[src/include/fpp_pkg.sv]
// Constants, register map and pin-mode decoding for the five pin port.
package fpp_pkg;

  // ----------------------------------------------------------------
  // Bus geometry
  // ----------------------------------------------------------------
  localparam int ADDR_W = 12;
  localparam int DATA_W = 32;
  localparam int PORT_W = 5;
  localparam int ANA_W = 4;
  localparam int TIMER_PIN = 4;

  // ----------------------------------------------------------------
  // Register indices and byte addresses (byte address is four times the index)
  // ----------------------------------------------------------------
  localparam logic [7:0] PORT_DATA_IDX = 8'h05;
  localparam logic [7:0] PIN_DIR_IDX = 8'h85;
  localparam logic [7:0] ANA_CFG_IDX = 8'h9f;
  localparam logic [ADDR_W-1:0] PORT_DATA_ADDR = {2'h0, PORT_DATA_IDX, 2'h0};
  localparam logic [ADDR_W-1:0] PIN_DIR_ADDR = {2'h0, PIN_DIR_IDX, 2'h0};
  localparam logic [ADDR_W-1:0] ANA_CFG_ADDR = {2'h0, ANA_CFG_IDX, 2'h0};

  // ----------------------------------------------------------------
  // Reset values
  // ----------------------------------------------------------------
  localparam logic [PORT_W-1:0] LATCH_RST = 5'h00;
  localparam logic [PORT_W-1:0] DIR_RST = 5'h1f;
  localparam logic [1:0] ANA_CFG_RST = 2'h0;

  // ----------------------------------------------------------------
  // Analog configuration codes and bus responses
  // ----------------------------------------------------------------
  localparam logic [1:0] CFG_ALL_ANALOG = 2'h0;
  localparam logic [1:0] CFG_REF_ON_PIN3 = 2'h1;
  localparam logic [1:0] CFG_TWO_ANALOG = 2'h2;
  localparam logic [1:0] CFG_ALL_DIGITAL = 2'h3;
  localparam logic [ANA_W-1:0] MASK_ALL = 4'hf;
  localparam logic [ANA_W-1:0] MASK_TWO = 4'h3;
  localparam logic [ANA_W-1:0] MASK_NONE = 4'h0;
  localparam logic [1:0] RESP_OKAY = 2'h0;
  localparam logic [1:0] RESP_SLVERR = 2'h2;

  // Returns which analog-capable pins are in analog use for a configuration code.
  function automatic logic [ANA_W-1:0] analog_mask(input logic [1:0] cfg);
    case (cfg)
      CFG_ALL_ANALOG: analog_mask = MASK_ALL;
      CFG_REF_ON_PIN3: analog_mask = MASK_ALL;
      CFG_TWO_ANALOG: analog_mask = MASK_TWO;
      default: analog_mask = MASK_NONE;
    endcase
  endfunction : analog_mask

endpackage : fpp_pkg

[src/fpp_pin_sync.sv]
// Two-flop synchroniser for the port pin inputs.
`timescale 1ns/100ps
`default_nettype none
module fpp_pin_sync #(
  parameter int WIDTH = 5
) (
  input wire logic aclk,
  input wire logic aresetn,
  input wire logic [WIDTH-1:0] async_in,
  output logic [WIDTH-1:0] sync_out
);

  logic [WIDTH-1:0] meta_reg;
  logic [WIDTH-1:0] sync_reg;

  // Refuses a width that leaves nothing to synchronise.
  if (WIDTH < 1) begin : g_bad_width
    $error("fpp_pin_sync: WIDTH must be at least 1");
  end

  // First stage is read only by the second stage.
  always_ff @(posedge aclk) begin
    if (!aresetn) begin
      meta_reg <= '0;
      sync_reg <= '0;
    end else begin
      meta_reg <= async_in;
      sync_reg <= meta_reg;
    end
  end

  assign sync_out = sync_reg;

endmodule : fpp_pin_sync
`default_nettype wire

[src/fpp_port.sv]
// Five pin general purpose port with analog pin sharing, reached over AXI4-Lite.
//
// Local design decisions: the placing of the registers and register access over AXI4-Lite.
`timescale 1ns/100ps
`default_nettype none
module fpp_port (
  input wire logic aclk,
  input wire logic aresetn,
  input wire logic [fpp_pkg::ADDR_W-1:0] s_axi_awaddr,
  input wire logic [2:0] s_axi_awprot,
  input wire logic s_axi_awvalid,
  output logic s_axi_awready,
  input wire logic [fpp_pkg::DATA_W-1:0] s_axi_wdata,
  input wire logic [3:0] s_axi_wstrb,
  input wire logic s_axi_wvalid,
  output logic s_axi_wready,
  output logic [1:0] s_axi_bresp,
  output logic s_axi_bvalid,
  input wire logic s_axi_bready,
  input wire logic [fpp_pkg::ADDR_W-1:0] s_axi_araddr,
  input wire logic [2:0] s_axi_arprot,
  input wire logic s_axi_arvalid,
  output logic s_axi_arready,
  output logic [fpp_pkg::DATA_W-1:0] s_axi_rdata,
  output logic [1:0] s_axi_rresp,
  output logic s_axi_rvalid,
  input wire logic s_axi_rready,
  input wire logic [fpp_pkg::PORT_W-1:0] port_pin_in,
  output logic [fpp_pkg::PORT_W-1:0] port_pin_out,
  output logic [fpp_pkg::PORT_W-1:0] port_pin_oe_n,
  output logic timer_zero_clk_in,
  output logic [fpp_pkg::ANA_W-1:0] analog_chan_en,
  output logic analog_ref_en
);

  // ----------------------------------------------------------------
  // Storage
  // ----------------------------------------------------------------
  logic [fpp_pkg::PORT_W-1:0] latch_reg, pin_direction_bits_reg, pin_sync, port_read;
  logic [fpp_pkg::PORT_W-1:0] pin_out_reg, pin_oe_n_reg;
  logic [1:0] analog_pin_config_reg, s_axi_bresp_reg, s_axi_rresp_reg;
  logic [fpp_pkg::ANA_W-1:0] ana_mask, analog_chan_en_reg;
  logic [fpp_pkg::ADDR_W-1:0] aw_addr_reg;
  logic [fpp_pkg::DATA_W-1:0] w_data_reg, rd_next, s_axi_rdata_reg;
  logic w_strb0_reg, wr_fire, rd_hit, timer_clk_reg, analog_ref_en_reg;
  logic s_axi_awready_reg, s_axi_wready_reg, s_axi_bvalid_reg, s_axi_arready_reg, s_axi_rvalid_reg;

  // Tells whether an address names one of the three registers.
  function automatic logic addr_hit(input logic [fpp_pkg::ADDR_W-1:0] a);
    addr_hit = (a == fpp_pkg::PORT_DATA_ADDR) || (a == fpp_pkg::PIN_DIR_ADDR) ||
               (a == fpp_pkg::ANA_CFG_ADDR);
  endfunction : addr_hit

  // ----------------------------------------------------------------
  // Pin input path
  // ----------------------------------------------------------------
  // Pins are asynchronous, so they pass two flops before use.
  fpp_pin_sync #(
    .WIDTH(fpp_pkg::PORT_W)
  ) u_pin_sync (
    .aclk(aclk),
    .aresetn(aresetn),
    .async_in(port_pin_in),
    .sync_out(pin_sync)
  );

  // Analog pins have the digital input gated off and read as zero.
  // digital input disable
  assign ana_mask = fpp_pkg::analog_mask(analog_pin_config_reg);
  assign port_read = pin_sync & ~{1'b0, ana_mask};

  // ----------------------------------------------------------------
  // Write channels
  // ----------------------------------------------------------------
  assign wr_fire = !s_axi_awready_reg && !s_axi_wready_reg && !s_axi_bvalid_reg;

  // Address is held from its handshake until the response is taken.
  always_ff @(posedge aclk) begin
    if (!aresetn) begin
      s_axi_awready_reg <= 1'b1;
      aw_addr_reg <= '0;
    end else if (s_axi_awvalid && s_axi_awready_reg) begin
      s_axi_awready_reg <= 1'b0;
      aw_addr_reg <= s_axi_awaddr;
    end else if (s_axi_bvalid_reg && s_axi_bready) begin
      s_axi_awready_reg <= 1'b1;
    end
  end

  // Data is held from its handshake until the response is taken.
  always_ff @(posedge aclk) begin
    if (!aresetn) begin
      s_axi_wready_reg <= 1'b1;
      w_data_reg <= '0;
      w_strb0_reg <= 1'b0;
    end else if (s_axi_wvalid && s_axi_wready_reg) begin
      s_axi_wready_reg <= 1'b0;
      w_data_reg <= s_axi_wdata;
      w_strb0_reg <= s_axi_wstrb[0];
    end else if (s_axi_bvalid_reg && s_axi_bready) begin
      s_axi_wready_reg <= 1'b1;
    end
  end

  // Response is raised one cycle after both halves are held.
  always_ff @(posedge aclk) begin
    if (!aresetn) begin
      s_axi_bvalid_reg <= 1'b0;
      s_axi_bresp_reg <= fpp_pkg::RESP_OKAY;
    end else if (wr_fire) begin
      s_axi_bvalid_reg <= 1'b1;
      s_axi_bresp_reg <= addr_hit(aw_addr_reg) ? fpp_pkg::RESP_OKAY : fpp_pkg::RESP_SLVERR;
    end else if (s_axi_bready) begin
      s_axi_bvalid_reg <= 1'b0;
    end
  end

  // ----------------------------------------------------------------
  // Registers
  // ----------------------------------------------------------------
  // Port writes sample the pins, merge the written lane and store the latch.
  // five-bit data latch
  always_ff @(posedge aclk) begin
    if (!aresetn) begin
      latch_reg <= fpp_pkg::LATCH_RST;
    end else if (wr_fire && aw_addr_reg == fpp_pkg::PORT_DATA_ADDR) begin
      latch_reg <= w_strb0_reg ? w_data_reg[fpp_pkg::PORT_W-1:0] : port_read;
    end
  end

  // Direction and analog configuration take only their implemented low bits.
  // analog after reset
  always_ff @(posedge aclk) begin
    if (!aresetn) begin
      pin_direction_bits_reg <= fpp_pkg::DIR_RST;
      analog_pin_config_reg <= fpp_pkg::ANA_CFG_RST;
    end else if (wr_fire && w_strb0_reg) begin
      if (aw_addr_reg == fpp_pkg::PIN_DIR_ADDR) begin
        pin_direction_bits_reg <= w_data_reg[fpp_pkg::PORT_W-1:0];
      end
      if (aw_addr_reg == fpp_pkg::ANA_CFG_ADDR) begin
        analog_pin_config_reg <= w_data_reg[1:0];
      end
    end
  end

  // ----------------------------------------------------------------
  // Read channel
  // ----------------------------------------------------------------
  // Selects the read value; pins for data, zero above the fields.
  // data read returns pins
  always_comb begin
    rd_next = '0;
    rd_hit = 1'b1;
    case (s_axi_araddr)
      fpp_pkg::PORT_DATA_ADDR: rd_next[fpp_pkg::PORT_W-1:0] = port_read;
      fpp_pkg::PIN_DIR_ADDR: rd_next[fpp_pkg::PORT_W-1:0] = pin_direction_bits_reg;
      fpp_pkg::ANA_CFG_ADDR: rd_next[1:0] = analog_pin_config_reg;
      default: rd_hit = 1'b0;
    endcase
  end

  // One read in flight; data appears the cycle after the address is taken.
  always_ff @(posedge aclk) begin
    if (!aresetn) begin
      s_axi_arready_reg <= 1'b1;
      s_axi_rvalid_reg <= 1'b0;
      s_axi_rdata_reg <= '0;
      s_axi_rresp_reg <= fpp_pkg::RESP_OKAY;
    end else if (s_axi_arvalid && s_axi_arready_reg) begin
      s_axi_arready_reg <= 1'b0;
      s_axi_rvalid_reg <= 1'b1;
      s_axi_rdata_reg <= rd_next;
      s_axi_rresp_reg <= rd_hit ? fpp_pkg::RESP_OKAY : fpp_pkg::RESP_SLVERR;
    end else if (s_axi_rvalid_reg && s_axi_rready) begin
      s_axi_arready_reg <= 1'b1;
      s_axi_rvalid_reg <= 1'b0;
    end
  end

  // ----------------------------------------------------------------
  // Pin drivers and shared functions
  // ----------------------------------------------------------------
  // Push-pull pins follow the latch when direction is zero.
  // high-Z on input
  always_ff @(posedge aclk) begin
    if (!aresetn) begin
      pin_out_reg <= '0;
      pin_oe_n_reg <= '1;
    end else begin
      pin_out_reg[fpp_pkg::ANA_W-1:0] <= latch_reg[fpp_pkg::ANA_W-1:0];
      pin_oe_n_reg[fpp_pkg::ANA_W-1:0] <= pin_direction_bits_reg[fpp_pkg::ANA_W-1:0];
      pin_out_reg[fpp_pkg::TIMER_PIN] <= 1'b0;
      pin_oe_n_reg[fpp_pkg::TIMER_PIN] <= pin_direction_bits_reg[fpp_pkg::TIMER_PIN] ||
                                         latch_reg[fpp_pkg::TIMER_PIN];
    end
  end

  // Timer clock and analog selects are registered copies of their sources.
  // timer clock tap
  always_ff @(posedge aclk) begin
    if (!aresetn) begin
      timer_clk_reg <= 1'b0;
      analog_chan_en_reg <= fpp_pkg::analog_mask(fpp_pkg::ANA_CFG_RST);
      analog_ref_en_reg <= 1'b0;
    end else begin
      timer_clk_reg <= pin_sync[fpp_pkg::TIMER_PIN];
      analog_chan_en_reg <= ana_mask;
      analog_ref_en_reg <= (analog_pin_config_reg == fpp_pkg::CFG_REF_ON_PIN3);
    end
  end

  assign s_axi_awready = s_axi_awready_reg;
  assign s_axi_wready = s_axi_wready_reg;
  assign s_axi_bvalid = s_axi_bvalid_reg;
  assign s_axi_bresp = s_axi_bresp_reg;
  assign s_axi_arready = s_axi_arready_reg;
  assign s_axi_rvalid = s_axi_rvalid_reg;
  assign s_axi_rdata = s_axi_rdata_reg;
  assign s_axi_rresp = s_axi_rresp_reg;
  assign port_pin_out = pin_out_reg;
  assign port_pin_oe_n = pin_oe_n_reg;
  assign timer_zero_clk_in = timer_clk_reg;
  assign analog_chan_en = analog_chan_en_reg;
  assign analog_ref_en = analog_ref_en_reg;
endmodule : fpp_port
`default_nettype wire

[config.mk]
export PLATFORM = sky130hd
export DESIGN_NAME = fpp_port
export DESIGN_NICKNAME = d
export VERILOG_FILES = /design/src/include/fpp_pkg.sv /design/src/fpp_pin_sync.sv /design/src/fpp_port.sv
export SDC_FILE = /design/constraint.sdc
export NUM_CORES = 1
export LEC_CHECK = 0
export BUFFER_PORTS_ARGS = -buffer_cell sky130_fd_sc_hd__buf_2
export CORE_ASPECT_RATIO = 0.9
export CORE_UTILIZATION = 40
export CTS_CLUSTER_SIZE = 10
export DETAILED_ROUTE_END_ITERATION = 7
export PLACE_DENSITY_LB_ADDON = 0.25
export SLEW_MARGIN = 20
export SYNTH_ARGS = -nofsm -noshare
export SYNTH_HDL_FRONTEND = slang
export SYNTH_SLANG_ARGS = --single-unit
export TNS_END_PERCENT = 5
[constraint.sdc]
create_clock -name aclk -period 1.35 [get_ports aclk]
set_input_delay 0.2025 -clock aclk [delete_from_list [all_inputs] [get_ports aclk]]
set_output_delay 0.2025 -clock aclk [all_outputs]
set_load 0.02 [all_outputs]
== Word-level counts from Yosys, hierarchy flattened ==
Index checks and enable logic that the tools add are counted.

* Register bits after elaboration: 70
* Bits in latches: 0
* Bits in writable memories: 0
* Bits in read-only memories: 0
* Bits of input ports: 78
* Output and inout port bits: 57
* Word-level logic and storage cells: 72
* Memories kept: 0

* Add/subtract/negate cells: 0
* $mul: 0
* Divide/modulo/power cells: 0
* Magnitude comparators: 0
* Equal/unequal tests: 8
* Shift-type cells: 0
* Muxes and demuxes: 16
* Bitwise operators: 2
* Reduce and logical (&&, ||, !) cells: 24

{| class="wikitable"
|+ Operators with widths
! cell !! number
|-
| $eq A12 B10 Y1 const B || 4
|-
| $eq A12 B5 Y1 const B || 2
|-
| $mux W1 || 10
|-
| $logic_and A1 B1 Y1 || 9
|-
| $pmux W4 S2 || 1
|-
| $reduce_bool A2 Y1 || 4
|-
| $pmux W2 S3 || 1
|-
| $pmux W3 S2 || 1
|-
| $and A5 B5 Y5 || 1
|-
| $mux W5 || 1
|-
| $not A4 Y5 || 1
|-
| $mux W2 || 2
|-
| $reduce_and A2 Y1 || 2
|-
| $logic_not A1 Y1 || 3
|-
| $logic_or A1 B1 Y1 || 3
|-
| $reduce_or A3 Y1 || 1
|-
| $eq A2 B1 Y1 const B || 1
|-
| $eq A2 B2 Y1 const B || 1
|-
| $logic_not A2 Y1 || 1
|-
| $reduce_or A2 Y1 || 1
|}

== Depth between registers and ports, before layout ==
Gate-level depths: netlist (run 1).

* Depth in word-level cells: 6
* Gate-level depth with buffers: 5
* Mapped depth without buffers: 4

== Cells and area by module ==
Synthesis (run 1) repeated with hierarchy kept, for this count alone.

* Cell total of the unflattened synthesis: 304
* Area, all modules: 2708.8 sq um

{| class="wikitable"
|+ Modules (own cells, without submodules)
! module !! times used !! cells an instance !! area each (sq um) !! sequential area each (sq um)
|-
| fpp_port || 1 || 284 || 2446.1 || 1101.1
|-
| fpp_pin_sync || 1 || 20 || 262.8 || 200.2
|}

== Worst setup path after synthesis (run 1) ==
No wires, ideal clock.

* Kind: register to register
* Start point: register s_axi_bvalid_reg (netlist: s_axi_bvalid)
* End point: register pin_direction_bits_reg[0] in the netlist's numbering
* Setup time: 0.121 ns
* Arrival: 1.437 ns
* Data required time: 1.229 ns
* Setup slack: -0.208 ns
* Cell stages (with the launch flop): 5
* Path buffers: 0
* Cell sequence: dfxtp_1 nor3_2 nand3_2 nor3_4 mux2_2

* Word-level cells in the longest chain between the ends: 4

{| class="wikitable"
|+ RTL lines
! element !! RTL line !! source
|-
| from (decl) || fpp_port.sv:46 || <nowiki>logic s_axi_awready_reg, s_axi_wready_reg, s_axi_bvalid_reg, s_axi_arready_reg, s_axi_rvalid_reg;</nowiki>
|-
| from (signal assigned) || fpp_port.sv:108 || <nowiki>s_axi_bvalid_reg <= 1'b0;</nowiki>
|-
| from (signal assigned) || fpp_port.sv:111 || <nowiki>s_axi_bvalid_reg <= 1'b1;</nowiki>
|-
| from (signal assigned) || fpp_port.sv:114 || <nowiki>s_axi_bvalid_reg <= 1'b0;</nowiki>
|-
| $logic_not A1 Y1 || fpp_port.sv:75 || <nowiki>assign wr_fire = !s_axi_awready_reg && !s_axi_wready_reg && !s_axi_bvalid_reg;</nowiki>
|-
| $logic_and A1 B1 Y1 || fpp_port.sv:75 ||
|-
| $logic_and A1 B1 Y1 || fpp_port.sv:137 || <nowiki>end else if (wr_fire && w_strb0_reg) begin</nowiki>
|-
| $reduce_and A2 Y1 (no line) || -- ||
|-
| to (signal assigned) || fpp_port.sv:135 || <nowiki>pin_direction_bits_reg <= fpp_pkg::DIR_RST;</nowiki>
|-
| to (signal assigned) || fpp_port.sv:139 || <nowiki>pin_direction_bits_reg <= w_data_reg[fpp_pkg::PORT_W-1:0];</nowiki>
|-
| to (decl) || fpp_port.sv:39 || <nowiki>logic [fpp_pkg::PORT_W-1:0] latch_reg, pin_direction_bits_reg, pin_sync, port_read;</nowiki>
|}

Every way passes these cells.
A chain may end at the register's enable or synchronous reset.

== Final worst setup path (run 1) ==
* Start point: register aw_addr_reg[8] in the netlist's numbering
* End point: register pin_direction_bits_reg[1] in the netlist's numbering

* Word-level cells in the longest chain between the ends: 2

{| class="wikitable"
|+ RTL lines
! element !! RTL line !! source
|-
| from (decl) || fpp_port.sv:43 || <nowiki>logic [fpp_pkg::ADDR_W-1:0] aw_addr_reg;</nowiki>
|-
| from (signal assigned) || fpp_port.sv:84 || <nowiki>aw_addr_reg <= s_axi_awaddr;</nowiki>
|-
| $eq A12 B10 Y1 || fpp_port.sv:138 || <nowiki>if (aw_addr_reg == fpp_pkg::PIN_DIR_ADDR) begin</nowiki>
|-
| $reduce_and A2 Y1 (no line) || -- ||
|}

Every way passes these cells.

==> results of run 1 <==
-- power by group through the flow --
stage	combinational, mW	sequential, mW	clock (mW)
after floorplan	0.303	2.08	0
after global placement	0.407	2.07	0
after detailed placement	0.413	2.07	0
after CTS	0.414	2.03	1.58
after global routing	0.460	2.03	1.67
final	0.414	2.03	1.55
-- area by class of cell --
class | count | area [um2] | area share
well taps | 87 | 109 | 0.0326
flip-flops and latches | 65 | 1310 | 0.392
multi-input cells | 215 | 1230 | 0.370
clock inverters | 6 | 60.1 | 0.0180
repair buffers | 87 | 494 | 0.148
clock buffers | 9 | 124 | 0.0371
inverters | 2 | 7.51 | 0.00225
-- repair_timing --
item,4_1_cts,5_1_grt
buffers inserted,1,0
pin swaps,3,3
endpoints found under the setup margin,7,13
gates resized for setup,7,6
cloned,0,0
-- layout by cell type, fill, tap and decap left out, types with 2 or more instances in the layout --
master                       Yosys  final
sky130_fd_sc_hd__nor2b_1         3      3
sky130_fd_sc_hd__nand3_1         8      8
sky130_fd_sc_hd__mux2i_1         4      4
sky130_fd_sc_hd__buf_6           0      3
sky130_fd_sc_hd__buf_4          32     16
sky130_fd_sc_hd__clkinvlp_4      0      2
sky130_fd_sc_hd__clkinv_2        0      3
sky130_fd_sc_hd__nand2b_1        9      9
sky130_fd_sc_hd__nor4_4          2      2
sky130_fd_sc_hd__and2_1         19     19
sky130_fd_sc_hd__dfxtp_2         0      4
sky130_fd_sc_hd__mux2_4          0      4
sky130_fd_sc_hd__nand2_1        64     64
sky130_fd_sc_hd__inv_1           2      2
sky130_fd_sc_hd__o21ai_0        15     14
sky130_fd_sc_hd__clkbuf_8        0      9
sky130_fd_sc_hd__nand4_1         3      3
sky130_fd_sc_hd__nor2_1          4      4
sky130_fd_sc_hd__dfxtp_1        65     61
sky130_fd_sc_hd__nand4b_1        2      2
sky130_fd_sc_hd__buf_2           1     68
sky130_fd_sc_hd__o21ai_1         4      5
sky130_fd_sc_hd__nor3_4          1      3
sky130_fd_sc_hd__a21oi_1         8      7
sky130_fd_sc_hd__conb_1          1     30
sky130_fd_sc_hd__a21boi_0       20     20
-- through the flow --
stage	setup slack (ps)	power [mW]
floorplan	-105	2.39
global placement	-194	2.47
detailed placement	-213	2.48
CTS	-216	4.02
global route	-247	4.16
finish	-152	3.99
-- cell families after synthesis --
logic type,Yosys count,share of synthesized area
AND/OR/NAND/NOR,126,0.252
flip-flops,65,0.486
AO/OA/AOI/OAI,50,0.116
buffers and inverters,46,0.110
multiplexers,9,0.0359
other,1,0.00140
-- layer usage --
layer / global-route usage / part of all wire
met4: 0.0871 / 0.018
met5: 0 / 0
met1: 0.224 / 0.51
met3: 0.0434 / 0.049
met2: 0.225 / 0.43
-- critical path, cell delays in order (launching register included) --
cell	delay (ps)
sky130_fd_sc_hd__dfxtp_2	340
sky130_fd_sc_hd__nor4_4	310
sky130_fd_sc_hd__nand3_2	150
sky130_fd_sc_hd__nor3_4	140
sky130_fd_sc_hd__buf_6	160
sky130_fd_sc_hd__mux2_4	300
-- how the worst max path moves through the flow --
stage,start,endpoint,cells after the start
finish,aw_addr_reg[8],pin_direction_bits_reg[1],5
global route,aw_addr_reg[8],analog_pin_config_reg[1],6
CTS,aw_addr_reg[0],pin_direction_bits_reg[1],5
detailed placement,aw_addr_reg[8],pin_direction_bits_reg[1],4
global placement,aw_addr_reg[8],pin_direction_bits_reg[0],4
floorplan,aw_addr_reg[3],pin_direction_bits_reg[0],3
==> metrics.md, run 1 <==
| Metric | Value |
|---|---|
| Post-detailed-route DRC marker count | `0` |
| Final design utilization | `0.531` |
| Die Outline Area | `7030 um2` |
| Fraction of synthesized cell area taken by the top area cell type | `0.486` |
| Clock network latency to the later pin of the worst-skew pair | `roughly 340 ps` |
| Pwr Density | `approximately 1200 nW/um2` |
| Status | `finished with violations` |
| Average detailed-routed wire length per instance | `11.3 um` |
| Critical path required time | `1580 ps` |
| Hold-fix buffers at CTS | `0` |
| Number of iterations in the first detailed-routing pass | `4` |
| Largest net degree at the start of global routing | `22` |
| Ratio of cells with drive above 1 in the final layout | `0.315` |
| Instance count of the mapped netlist | `about 300` |
| Number of antenna violations at the first check in global routing | `0` |
| Cell total after placement | `455` |
| Antenna cell count | `0` |
| RSZ-0062 raised after global routing | `yes` |
| Post-DP HPWL | `~3900 um` |
| Num CTS Buffers | `9` |
| Proportion of synthesized flip-flops having asynchronous set or reset | `0` |
| Most numerous cell types in the synthesized netlist | `sky130_fd_sc_hd__dfxtp_1, sky130_fd_sc_hd__nand2_1, sky130_fd_sc_hd__buf_4` |
| Area Overhead vs Synth | `24.5%` |
| Arrival time of the worst setup path | `~1700 ps` |
| CTS tree | `done` |
| Net count of the finished layout | `458` |
| First-pass GRT wire length | `around 8500 um` |
| Post-route clock skew | `between 6 and 7 ps` |
| IO Pins | `around 140` |
| Pleak | `around 1.5 nW` |
| Worst Hold Margin | `66.4 ps` |
| Cell type with the largest total area after synthesis | `sky130_fd_sc_hd__dfxtp_1` |
| Overall fraction of global-route tracks in use | `0.162` |
| Final Cell Area | `roughly 3300 um2` |
| Critical path fanouts, max | `5` |
| Clk root buf | `sky130_fd_sc_hd__clkbuf_8` |
| Worst Hold Endpoint | `u_pin_sync.meta_reg[3]` |
| Setup total negative slack | `-923 ps` |
| Peak supply drop | `around 0.00067 V` |
| Relative contribution of the clock network to total power | `0.388` |
| Prevailing post-synth register cell | `sky130_fd_sc_hd__dfxtp_1` |
| FILL cells | `about 620` |
| Chip height | `around 80 um` |
| Final WL | `about 5300 um` |
| Core ar. | `around 6300 um2` |
| Design internal power | `around 3.0 mW` |
| Register bit count reported by yosys | `65` |
| Maximum clock path buffer count | `2` |
| Fraction of the cycle the final worst path needs | `1.11` |
| Register-to-register setup slack | `-150 ps` |
| Routability congestion estimate from global placement | `0.792` |
| Post-layout worst setup margin | `-152 ps` |
| Final Instance Count excl. Fillers | `~470` |
| Count of buffers inserted at the top-level ports | `68` |
| Share of total power consumed by net switching | `0.254` |
| Via count of the first global-routing pass | `about 1,800` |
| Violations in the final reports | `setup timing` |
| Final max-slew violation count | `0` |
| Leading cell type by number of instances after synthesis | `sky130_fd_sc_hd__dfxtp_1` |
| Critical R2R Capture | `pin_direction_bits_reg[1]` |
| Setup violations, final | `7` |
| Startpoint of the most critical hold path | `port_pin_in[3]` |
| First DRT Iteration DRCs | `90` |
| Path type of the worst setup path | `reg2reg` |
| Number of synthesis warnings | `0` |
| Congestion Overflow GR | `0` |
| TritonCTS Sinks | `65` |
| Timing-limited maximum frequency | `between 600 and 700 MHz` |
| Number of cell rows | `27` |
| Total standard cell area after synthesis | `2680 um2` |
| Residual antenna-violating net count after detailed routing | `0` |
| Count of flip-flops with a built-in enable after synthesis | `0` |
| Number of vias per cell after detailed routing | `roughly 4.5` |
| Worst min-delay path category | `in2reg` |
| Final number of hold-violating endpoints | `0` |
| Max FFs per register | `12` |
| Syn Area/Cell | `between 9 and 10 um2` |
| Initial cell density of the core | `0.427` |
| Min-Delay Path Depth | `2` |
| Min cycle time layout | `roughly 1500 ps` |
| Number of unique standard cell types used by synthesis | `34` |
| Sequential fraction of design power | `0.508` |
| CP endpoint kind | `flop` |
| Chip Width | `about 90 um` |
| Power share of the combinational group | `0.104` |
| Clock-pin slew on the worst setup and hold paths | `around 70 ps` |
| MaxCap Viol Count | `0` |
| Leading cell types by total area after synthesis | `sky130_fd_sc_hd__dfxtp_1, sky130_fd_sc_hd__buf_4, sky130_fd_sc_hd__nand2_1` |
| CP startpoint kind | `flop` |
| Switching component of the power | `approximately 1.0 mW` |
| Post-place instance area | `3100 um2` |
| Origin of the critical flop-to-flop path | `aw_addr_reg[8]` |
| Vias | `around 2,100` |
| Sequential fraction of the synthesis area | `0.486` |
| CTS HTree Levels | `3` |
| R2R cell count | `5` |
Power figures use the tool's default switching activity.
==> inputs of run 2 (changes only) <==
--- a/config.mk
+++ b/config.mk
@@ -6,7 +6,6 @@
 export NUM_CORES = 1
 export LEC_CHECK = 0
 export BUFFER_PORTS_ARGS = -buffer_cell sky130_fd_sc_hd__buf_2
-export CORE_ASPECT_RATIO = 0.9
 export CORE_UTILIZATION = 40
 export CTS_CLUSTER_SIZE = 10
 export DETAILED_ROUTE_END_ITERATION = 7
==> constraint.sdc (replaced) <==
create_clock -name aclk -period 1.45 [get_ports aclk]
set_input_delay 0.2175 -clock aclk [delete_from_list [all_inputs] [get_ports aclk]]
set_output_delay 0.2175 -clock aclk [all_outputs]
set_load 0.02 [all_outputs]
==> run 2 against run 1 <==
Net effect: register-to-register slack gained 70 ps; final cell count shrank 2.5%; sequential share of layout area grew 0.50 points; flip-flop and latch count is the same; the run ends with DRC, setup timing left; largest power group unchanged; utilization shrank 1.8 points; largest cell class unchanged; via count shrank 0.95%; power shrank 3.2%; setup slack gained 65 ps.
==> metrics.md, run 2 (synthesis results as in run 1) <==
| Metric | Value |
|---|---|
| CP endpoint kind | `flop` |
| Pwr Density | `about 1200 nW/um2` |
| Die Outline Area | `approximately 7000 um2` |
| Post-layout worst setup margin | `-86.6 ps` |
| WL met2 | `roughly 2100 um` |
| Post-CTS setup repair buffer count | `0` |
| Count of buffers inserted at the top-level ports | `68` |
| Residual antenna-violating net count after detailed routing | `0` |
| First DRT Iteration DRCs | `~100` |
| Worst setup slack after placement | `-127 ps` |
| MaxCap Viol Count | `0` |
| Final number of hold-violating endpoints | `0` |
| Met3 layer wire length in the routed design | `~300 um` |
| CTS tree | `done` |
| Highest-count cells in the layout ignoring fill and taps | `sky130_fd_sc_hd__buf_2, sky130_fd_sc_hd__nand2_1, sky130_fd_sc_hd__dfxtp_1, sky130_fd_sc_hd__conb_1, sky130_fd_sc_hd__a21boi_0` |
| Routability congestion estimate from global placement | `approximately 0.79` |
| Core ar. | `between 6000 and 7000 um2` |
| Final max-slew violation count | `0` |
| Peak supply drop | `roughly 0.00057 V` |
| Initial cell density of the core | `0.417` |
| Clock-pin slew on the worst setup and hold paths | `70 ps` |
| Pleak | `1.43 nW` |
| Via count of the first global-routing pass | `between 1,500 and 2,000` |
| Maximum clock path buffer count | `2` |
| Worst min-delay path category | `in2reg` |
| Timing-limited maximum frequency | `between 600 and 700 MHz` |
| Average detailed-routed wire length per instance | `~11 um` |
| Congestion Overflow GR | `0` |
| Largest net degree at the start of global routing | `21` |
| Critical path fanouts, max | `5` |
| Area Overhead vs Synth | `22.8%` |
| Chip Width | `roughly 84 um` |
| Number of vias per cell after detailed routing | `4.53` |
| Worst path cell trace | `nor4_4 -> nand3_2 -> nor3_4 -> mux2_2` |
| Path type of the worst setup path | `reg2reg` |
| Ratio of cells with drive above 1 in the final layout | `0.304` |
| TritonCTS Sinks | `65` |
| Violations in the final reports | `DRC, setup timing` |
| Post-DP HPWL | `3650 um` |
| Chip height | `around 84 um` |
| Hold-fix buffers at CTS | `0` |
| Highest metal layer with signal wires | `met4` |
| Arrival time of the worst setup path | `1770 ps` |
| Critical path required time | `approximately 1700 ps` |
| Overall fraction of global-route tracks in use | `0.153` |
| Min cycle time layout | `1540 ps` |
| Setup violations, final | `6` |
| Maximum single-stage delay on the critical path | `around 370 ps` |
| Clock network latency to the later pin of the worst-skew pair | `about 340 ps` |
| Source of the critical timing path | `aw_addr_reg[8]` |
| Max FFs per register | `12` |
| Number of iterations in the first detailed-routing pass | `6` |
| FILL cells | `between 600 and 700` |
| CTS HTree Levels | `3` |
| Num CTS Buffers | `9` |
| Fraction of the cycle the final worst path needs | `1.06` |
| Status | `finished with violations` |
| Antenna cell count | `0` |
| Startpoint of the most critical hold path | `port_pin_in[4]` |
| RSZ-0062 raised after global routing | `yes` |
| Post-detailed-route DRC marker count | `10` |
| Post-route clock skew | `8.62 ps` |
| Net count of the finished layout | `455` |
| First-pass GRT wire length | `approximately 8300 um` |
| CP startpoint kind | `flop` |
| Number of antenna violations at the first check in global routing | `0` |
| Vias | `about 2,100` |
| Origin of the critical flop-to-flop path | `aw_addr_reg[8]` |
| Number of cell rows | `29` |
| Max stage delay cell, worst path | `sky130_fd_sc_hd__mux2_2` |
| Commonest non-fill, non-tap cell in the layout | `sky130_fd_sc_hd__buf_2` |
| IO Pins | `135` |
| Clk root buf | `sky130_fd_sc_hd__clkbuf_8` |
| Total power after layout | `approximately 3.9 mW` |
| Routed length on met1 | `2520 um` |
| Final WL | `about 5000 um` |
## run 2: changes by cell type in the layout (fill, tap and decap cells not counted), moves of 2 or more
cell	delta
sky130_fd_sc_hd__clkbuf_1	+2
sky130_fd_sc_hd__mux2_2	+4
sky130_fd_sc_hd__clkinv_2	-2
sky130_fd_sc_hd__mux2_4	-4
sky130_fd_sc_hd__clkbuf_8	+3
sky130_fd_sc_hd__buf_6	-3
sky130_fd_sc_hd__clkinvlp_4	-2
## run 2: worst paths after layout
| kind | slack (ps) | cells after the start | endpoint |
|---|---|---|---|
| worst max-delay path | -90 | 4 | pin_direction_bits_reg[1] |
| worst min-delay path | 80 | 2 | u_pin_sync.meta_reg[4] |
| worst max register to register | -90 | 4 | pin_direction_bits_reg[1] |
| worst min register to register | 430 | 1 | u_pin_sync.sync_out[2] |
## run 2: power by group
group | leakage (nW) | switching (mW) | internal, mW
sequential | 0.531 | 0.0393 | 1.85
clock | 0.107 | 0.666 | 0.934
combinational | 0.788 | 0.228 | 0.146
## run 2: routing by layer
metal / vias up / track usage
met4: 0 / 0.0940
met1: 916 / 0.201
li1: 1090 / -
met3: 7 / 0.0425
met5: - / 0
met2: 68 / 0.221
## run 2: cell type report
cell class / count / area [um2] / area share
well taps: 77 / 96.3 / 0.0293
inverters: 2 / 7.51 / 0.00228
clock inverters: 2 / 35.0 / 0.0106
repair buffers: 84 / 460 / 0.140
clock buffers: 14 / 173 / 0.0525
flip-flops and latches: 65 / 1310 / 0.397
multi-input cells: 215 / 1210 / 0.369
## run 2: repair_timing
action / in CTS / in global routing
resized for setup: 2 / 1
pin swaps: 0 / 0
setup endpoints to repair: 7 / 7
endpoints found under the hold margin: 0 / 0
## run 2: per-stage QoR
stage               setup TNS (ps)  hold slack [ps]  instances  area [um2]   util
detailed placement           -1030              418        443        3070  0.478
global placement              -842              414        443        3070  0.478
CTS                           -589             69.6        459        3290  0.512
global route                 -1110             77.5        459        3290  0.512
finish                        -412             76.2        459        3290  0.512
floorplan                    -19.4              308        326        2800      -
## run 2: critical path, delay by kind of cell, from the launching register on
family | cells | cell delay [ps]
simple gates | 3 | 730
mux | 1 | 370
flops | 1 | 330
==> inputs of run 3 (changes only) <==
--- a/config.mk
+++ b/config.mk
@@ -5,6 +5,7 @@
 export SDC_FILE = /design/constraint.sdc
 export NUM_CORES = 1
 export LEC_CHECK = 0
+export ABC_AREA = 1
 export BUFFER_PORTS_ARGS = -buffer_cell sky130_fd_sc_hd__buf_2
 export CORE_UTILIZATION = 40
 export CTS_CLUSTER_SIZE = 10
==> run 3 against run 2 <==
Net effect: the run now ends clean; synthesized cell count rose by 24%; global-route usage rose by 0.20 points; sequential share of layout area fell by 0.76 points; highest routed layer unchanged; clock skew rose by 1.3 ps; final cell count rose by 17%; flip-flop and latch count did not move; worst hold slack got worse by 10 ps; register-to-register slack improved by 260 ps; final area rose by 1.7%; critical path type unchanged; non-clock buffer count fell by 12.
==> metrics.md, run 3 <==
| Metric | Value |
|---|---|
| Area Overhead vs Synth | `16.6%` |
| Worst Hold Margin | `between 60 and 70 ps` |
| Total power after layout | `3.61 mW` |
| Register-to-register setup slack | `between 150 and 200 ps` |
| Core ar. | `just under 7000 um2` |
| Min cycle time layout | `1280 ps` |
| Final design utilization | `0.487` |
| Total standard cell area after synthesis | `2870 um2` |
| First DRT Iteration DRCs | `between 90 and 100` |
| Setup violations, final | `0` |
| Largest net degree at the start of global routing | `31` |
| CP startpoint kind | `flop` |
| Cell total after placement | `around 520` |
| Fraction of the cycle the final worst path needs | `0.884` |
| Congestion Overflow GR | `0` |
| Final number of hold-violating endpoints | `0` |
| Ratio of cells with drive above 1 in the final layout | `0.283` |
| Count of buffers inserted at the top-level ports | `~70` |
| Final WL | `about 5300 um` |
| Commonest non-fill, non-tap cell in the layout | `sky130_fd_sc_hd__buf_2` |
| Leading cell types by total area after synthesis | `sky130_fd_sc_hd__dfxtp_1, sky130_fd_sc_hd__buf_4, sky130_fd_sc_hd__nand2_1` |
| Number of antenna violations at the first check in global routing | `0` |
| Proportion of synthesized flip-flops having asynchronous set or reset | `0` |
| Max FFs per register | `12` |
| Antenna cell count | `0` |
| Arrival time of the worst setup path | `1510 ps` |
| IO Pins | `between 100 and 150` |
| Gates resized, CTS repair | `0` |
| Status | `completed` |
| Clock network latency to the later pin of the worst-skew pair | `approximately 340 ps` |
| Fraction of synthesized cell area taken by the top area cell type | `0.454` |
| Prevailing post-synth register cell | `sky130_fd_sc_hd__dfxtp_1` |
| TritonCTS Sinks | `65` |
| Post-route clock skew | `9.97 ps` |
| Sequential fraction of the synthesis area | `0.454` |
| Hold-fix buffers at CTS | `0` |
| Count of flip-flops with a built-in enable after synthesis | `0` |
| Residual antenna-violating net count after detailed routing | `0` |
| Highest-count cells in the layout ignoring fill and taps | `sky130_fd_sc_hd__buf_2, sky130_fd_sc_hd__dfxtp_1, sky130_fd_sc_hd__nand2_1, sky130_fd_sc_hd__inv_1, sky130_fd_sc_hd__nor2_1` |
| Final max-slew violation count | `0` |
| Most numerous cell types in the synthesized netlist | `sky130_fd_sc_hd__dfxtp_1, sky130_fd_sc_hd__nand2_1, sky130_fd_sc_hd__inv_1` |
| FILL cells | `just over 700` |
| Post-detailed-route DRC marker count | `0` |
| Final Instance Count excl. Fillers | `between 500 and 600` |
| Instance count of the mapped netlist | `368` |
| First-pass GRT wire length | `approximately 9000 um` |
| Number of cell rows | `30` |
| Initial cell density of the core | `0.418` |
| FF+latch area | `between 1000 and 1500 um2` |
| Die Outline Area | `about 7500 um2` |
| Routability congestion estimate from global placement | `roughly 0.8` |
| Number of iterations in the first detailed-routing pass | `5` |
| Critical path fanouts, max | `6` |
| Chip height | `around 87 um` |
| Number of synthesis warnings | `0` |
| RSZ-0062 raised after global routing | `no` |
| Register bit count reported by yosys | `between 60 and 70` |
| Num CTS Buffers | `9` |
| Clock-pin slew on the worst setup and hold paths | `approximately 70 ps` |
| CP endpoint kind | `flop` |
| Via count of the first global-routing pass | `between 2,000 and 2,500` |
| Leading cell type by number of instances after synthesis | `sky130_fd_sc_hd__dfxtp_1` |
| Timing-limited maximum frequency | `about 800 MHz` |
| Vias | `between 2,000 and 2,500` |
| Pwr Density | `around 1100 nW/um2` |
| Path type of the worst setup path | `reg2reg` |
| R2R cell count | `6` |
| Critical path required time | `1680 ps` |
| Post-CTS setup repair buffer count | `0` |
| Average detailed-routed wire length per instance | `just under 10 um` |
| Overall fraction of global-route tracks in use | `0.155` |
| Setup total negative slack | `0 ps` |
| Worst min-delay path category | `in2reg` |
| Net count of the finished layout | `515` |
| Cell type with the largest total area after synthesis | `sky130_fd_sc_hd__dfxtp_1` |
| MaxCap Viol Count | `0` |
| Syn Area/Cell | `between 7 and 8 um2` |
| Maximum clock path buffer count | `2` |
| Post-DP HPWL | `4030 um` |
| Min-Delay Path Depth | `3` |
| Number of unique standard cell types used by synthesis | `27` |
| Pleak | `approximately 1.7 nW` |
| Area of the multi-input gates | `about 1200 um2` |
| CTS HTree Levels | `3` |
| CTS tree | `done` |
| Number of vias per cell after detailed routing | `4.26` |
| Clk root buf | `sky130_fd_sc_hd__clkbuf_8` |
| Chip Width | `around 87 um` |
| Peak supply drop | `between 0.0004 and 0.0005 V` |
-- run 3: cell count changes after synthesis, sizes merged, moves of 5 or more --
cell / delta
nor2: +41
and2: -18
mux2: -5
nand3: +8
a21oi: +17
inv: +55
nand2b: -9
o21ai: +17
o211ai: +5
a21boi: -21
-- run 3: report_power, final --
part           internal (mW)  switching [mW]  leakage (nW)
logic                  0.133           0.302          1.09
registers               1.86          0.0415         0.533
clock network          0.606           0.663        0.0781
total                   2.60            1.01          1.70
-- run 3: final timing paths --
check / from / to
worst max register to register: s_axi_wready / latch_reg[4]
worst min-delay path: port_pin_in[2] / u_pin_sync.meta_reg[2]
worst max-delay path: s_axi_wready / latch_reg[4]
worst min register to register: u_pin_sync.meta_reg[1] / u_pin_sync.sync_out[1]
-- run 3: cell type report --
class	count	area share
clock buffers	10	0.0381
clock inverters	5	0.0101
inverters	57	0.0639
multi-input cells	232	0.352
flip-flops and latches	65	0.389
well taps	96	0.0359
repair buffers	72	0.111
-- run 3: cell families after synthesis --
group | after synthesis | synth area share
other | 1 | 0.00131
buffers and inverters | 100 | 0.174
AND/OR/NAND/NOR | 135 | 0.236
flip-flops | 65 | 0.454
AO/OA/AOI/OAI | 67 | 0.135
-- run 3: critical path: stages, from the launching register on --
cell,delay [ps]
sky130_fd_sc_hd__dfxtp_1,340
sky130_fd_sc_hd__nor2_1,120
sky130_fd_sc_hd__nand2_2,120
sky130_fd_sc_hd__nor3_4,230
sky130_fd_sc_hd__nand2_2,140
sky130_fd_sc_hd__o21ai_1,160
sky130_fd_sc_hd__a21oi_1,50
-- run 3: through the flow --
step / setup WS, ps / area [um2]
floorplan: 244 / 2980
global placement: 212 / 3180
detailed placement: 185 / 3180
CTS: 178 / 3340
global route: 94.4 / 3350
finish: 169 / 3350
-- run 3: per-layer routing --
layer	wire length [um]	GRT usage
met5	0	0
met4	56	0.0591
met3	304	0.0476
met2	2610	0.267
met1	2360	0.180
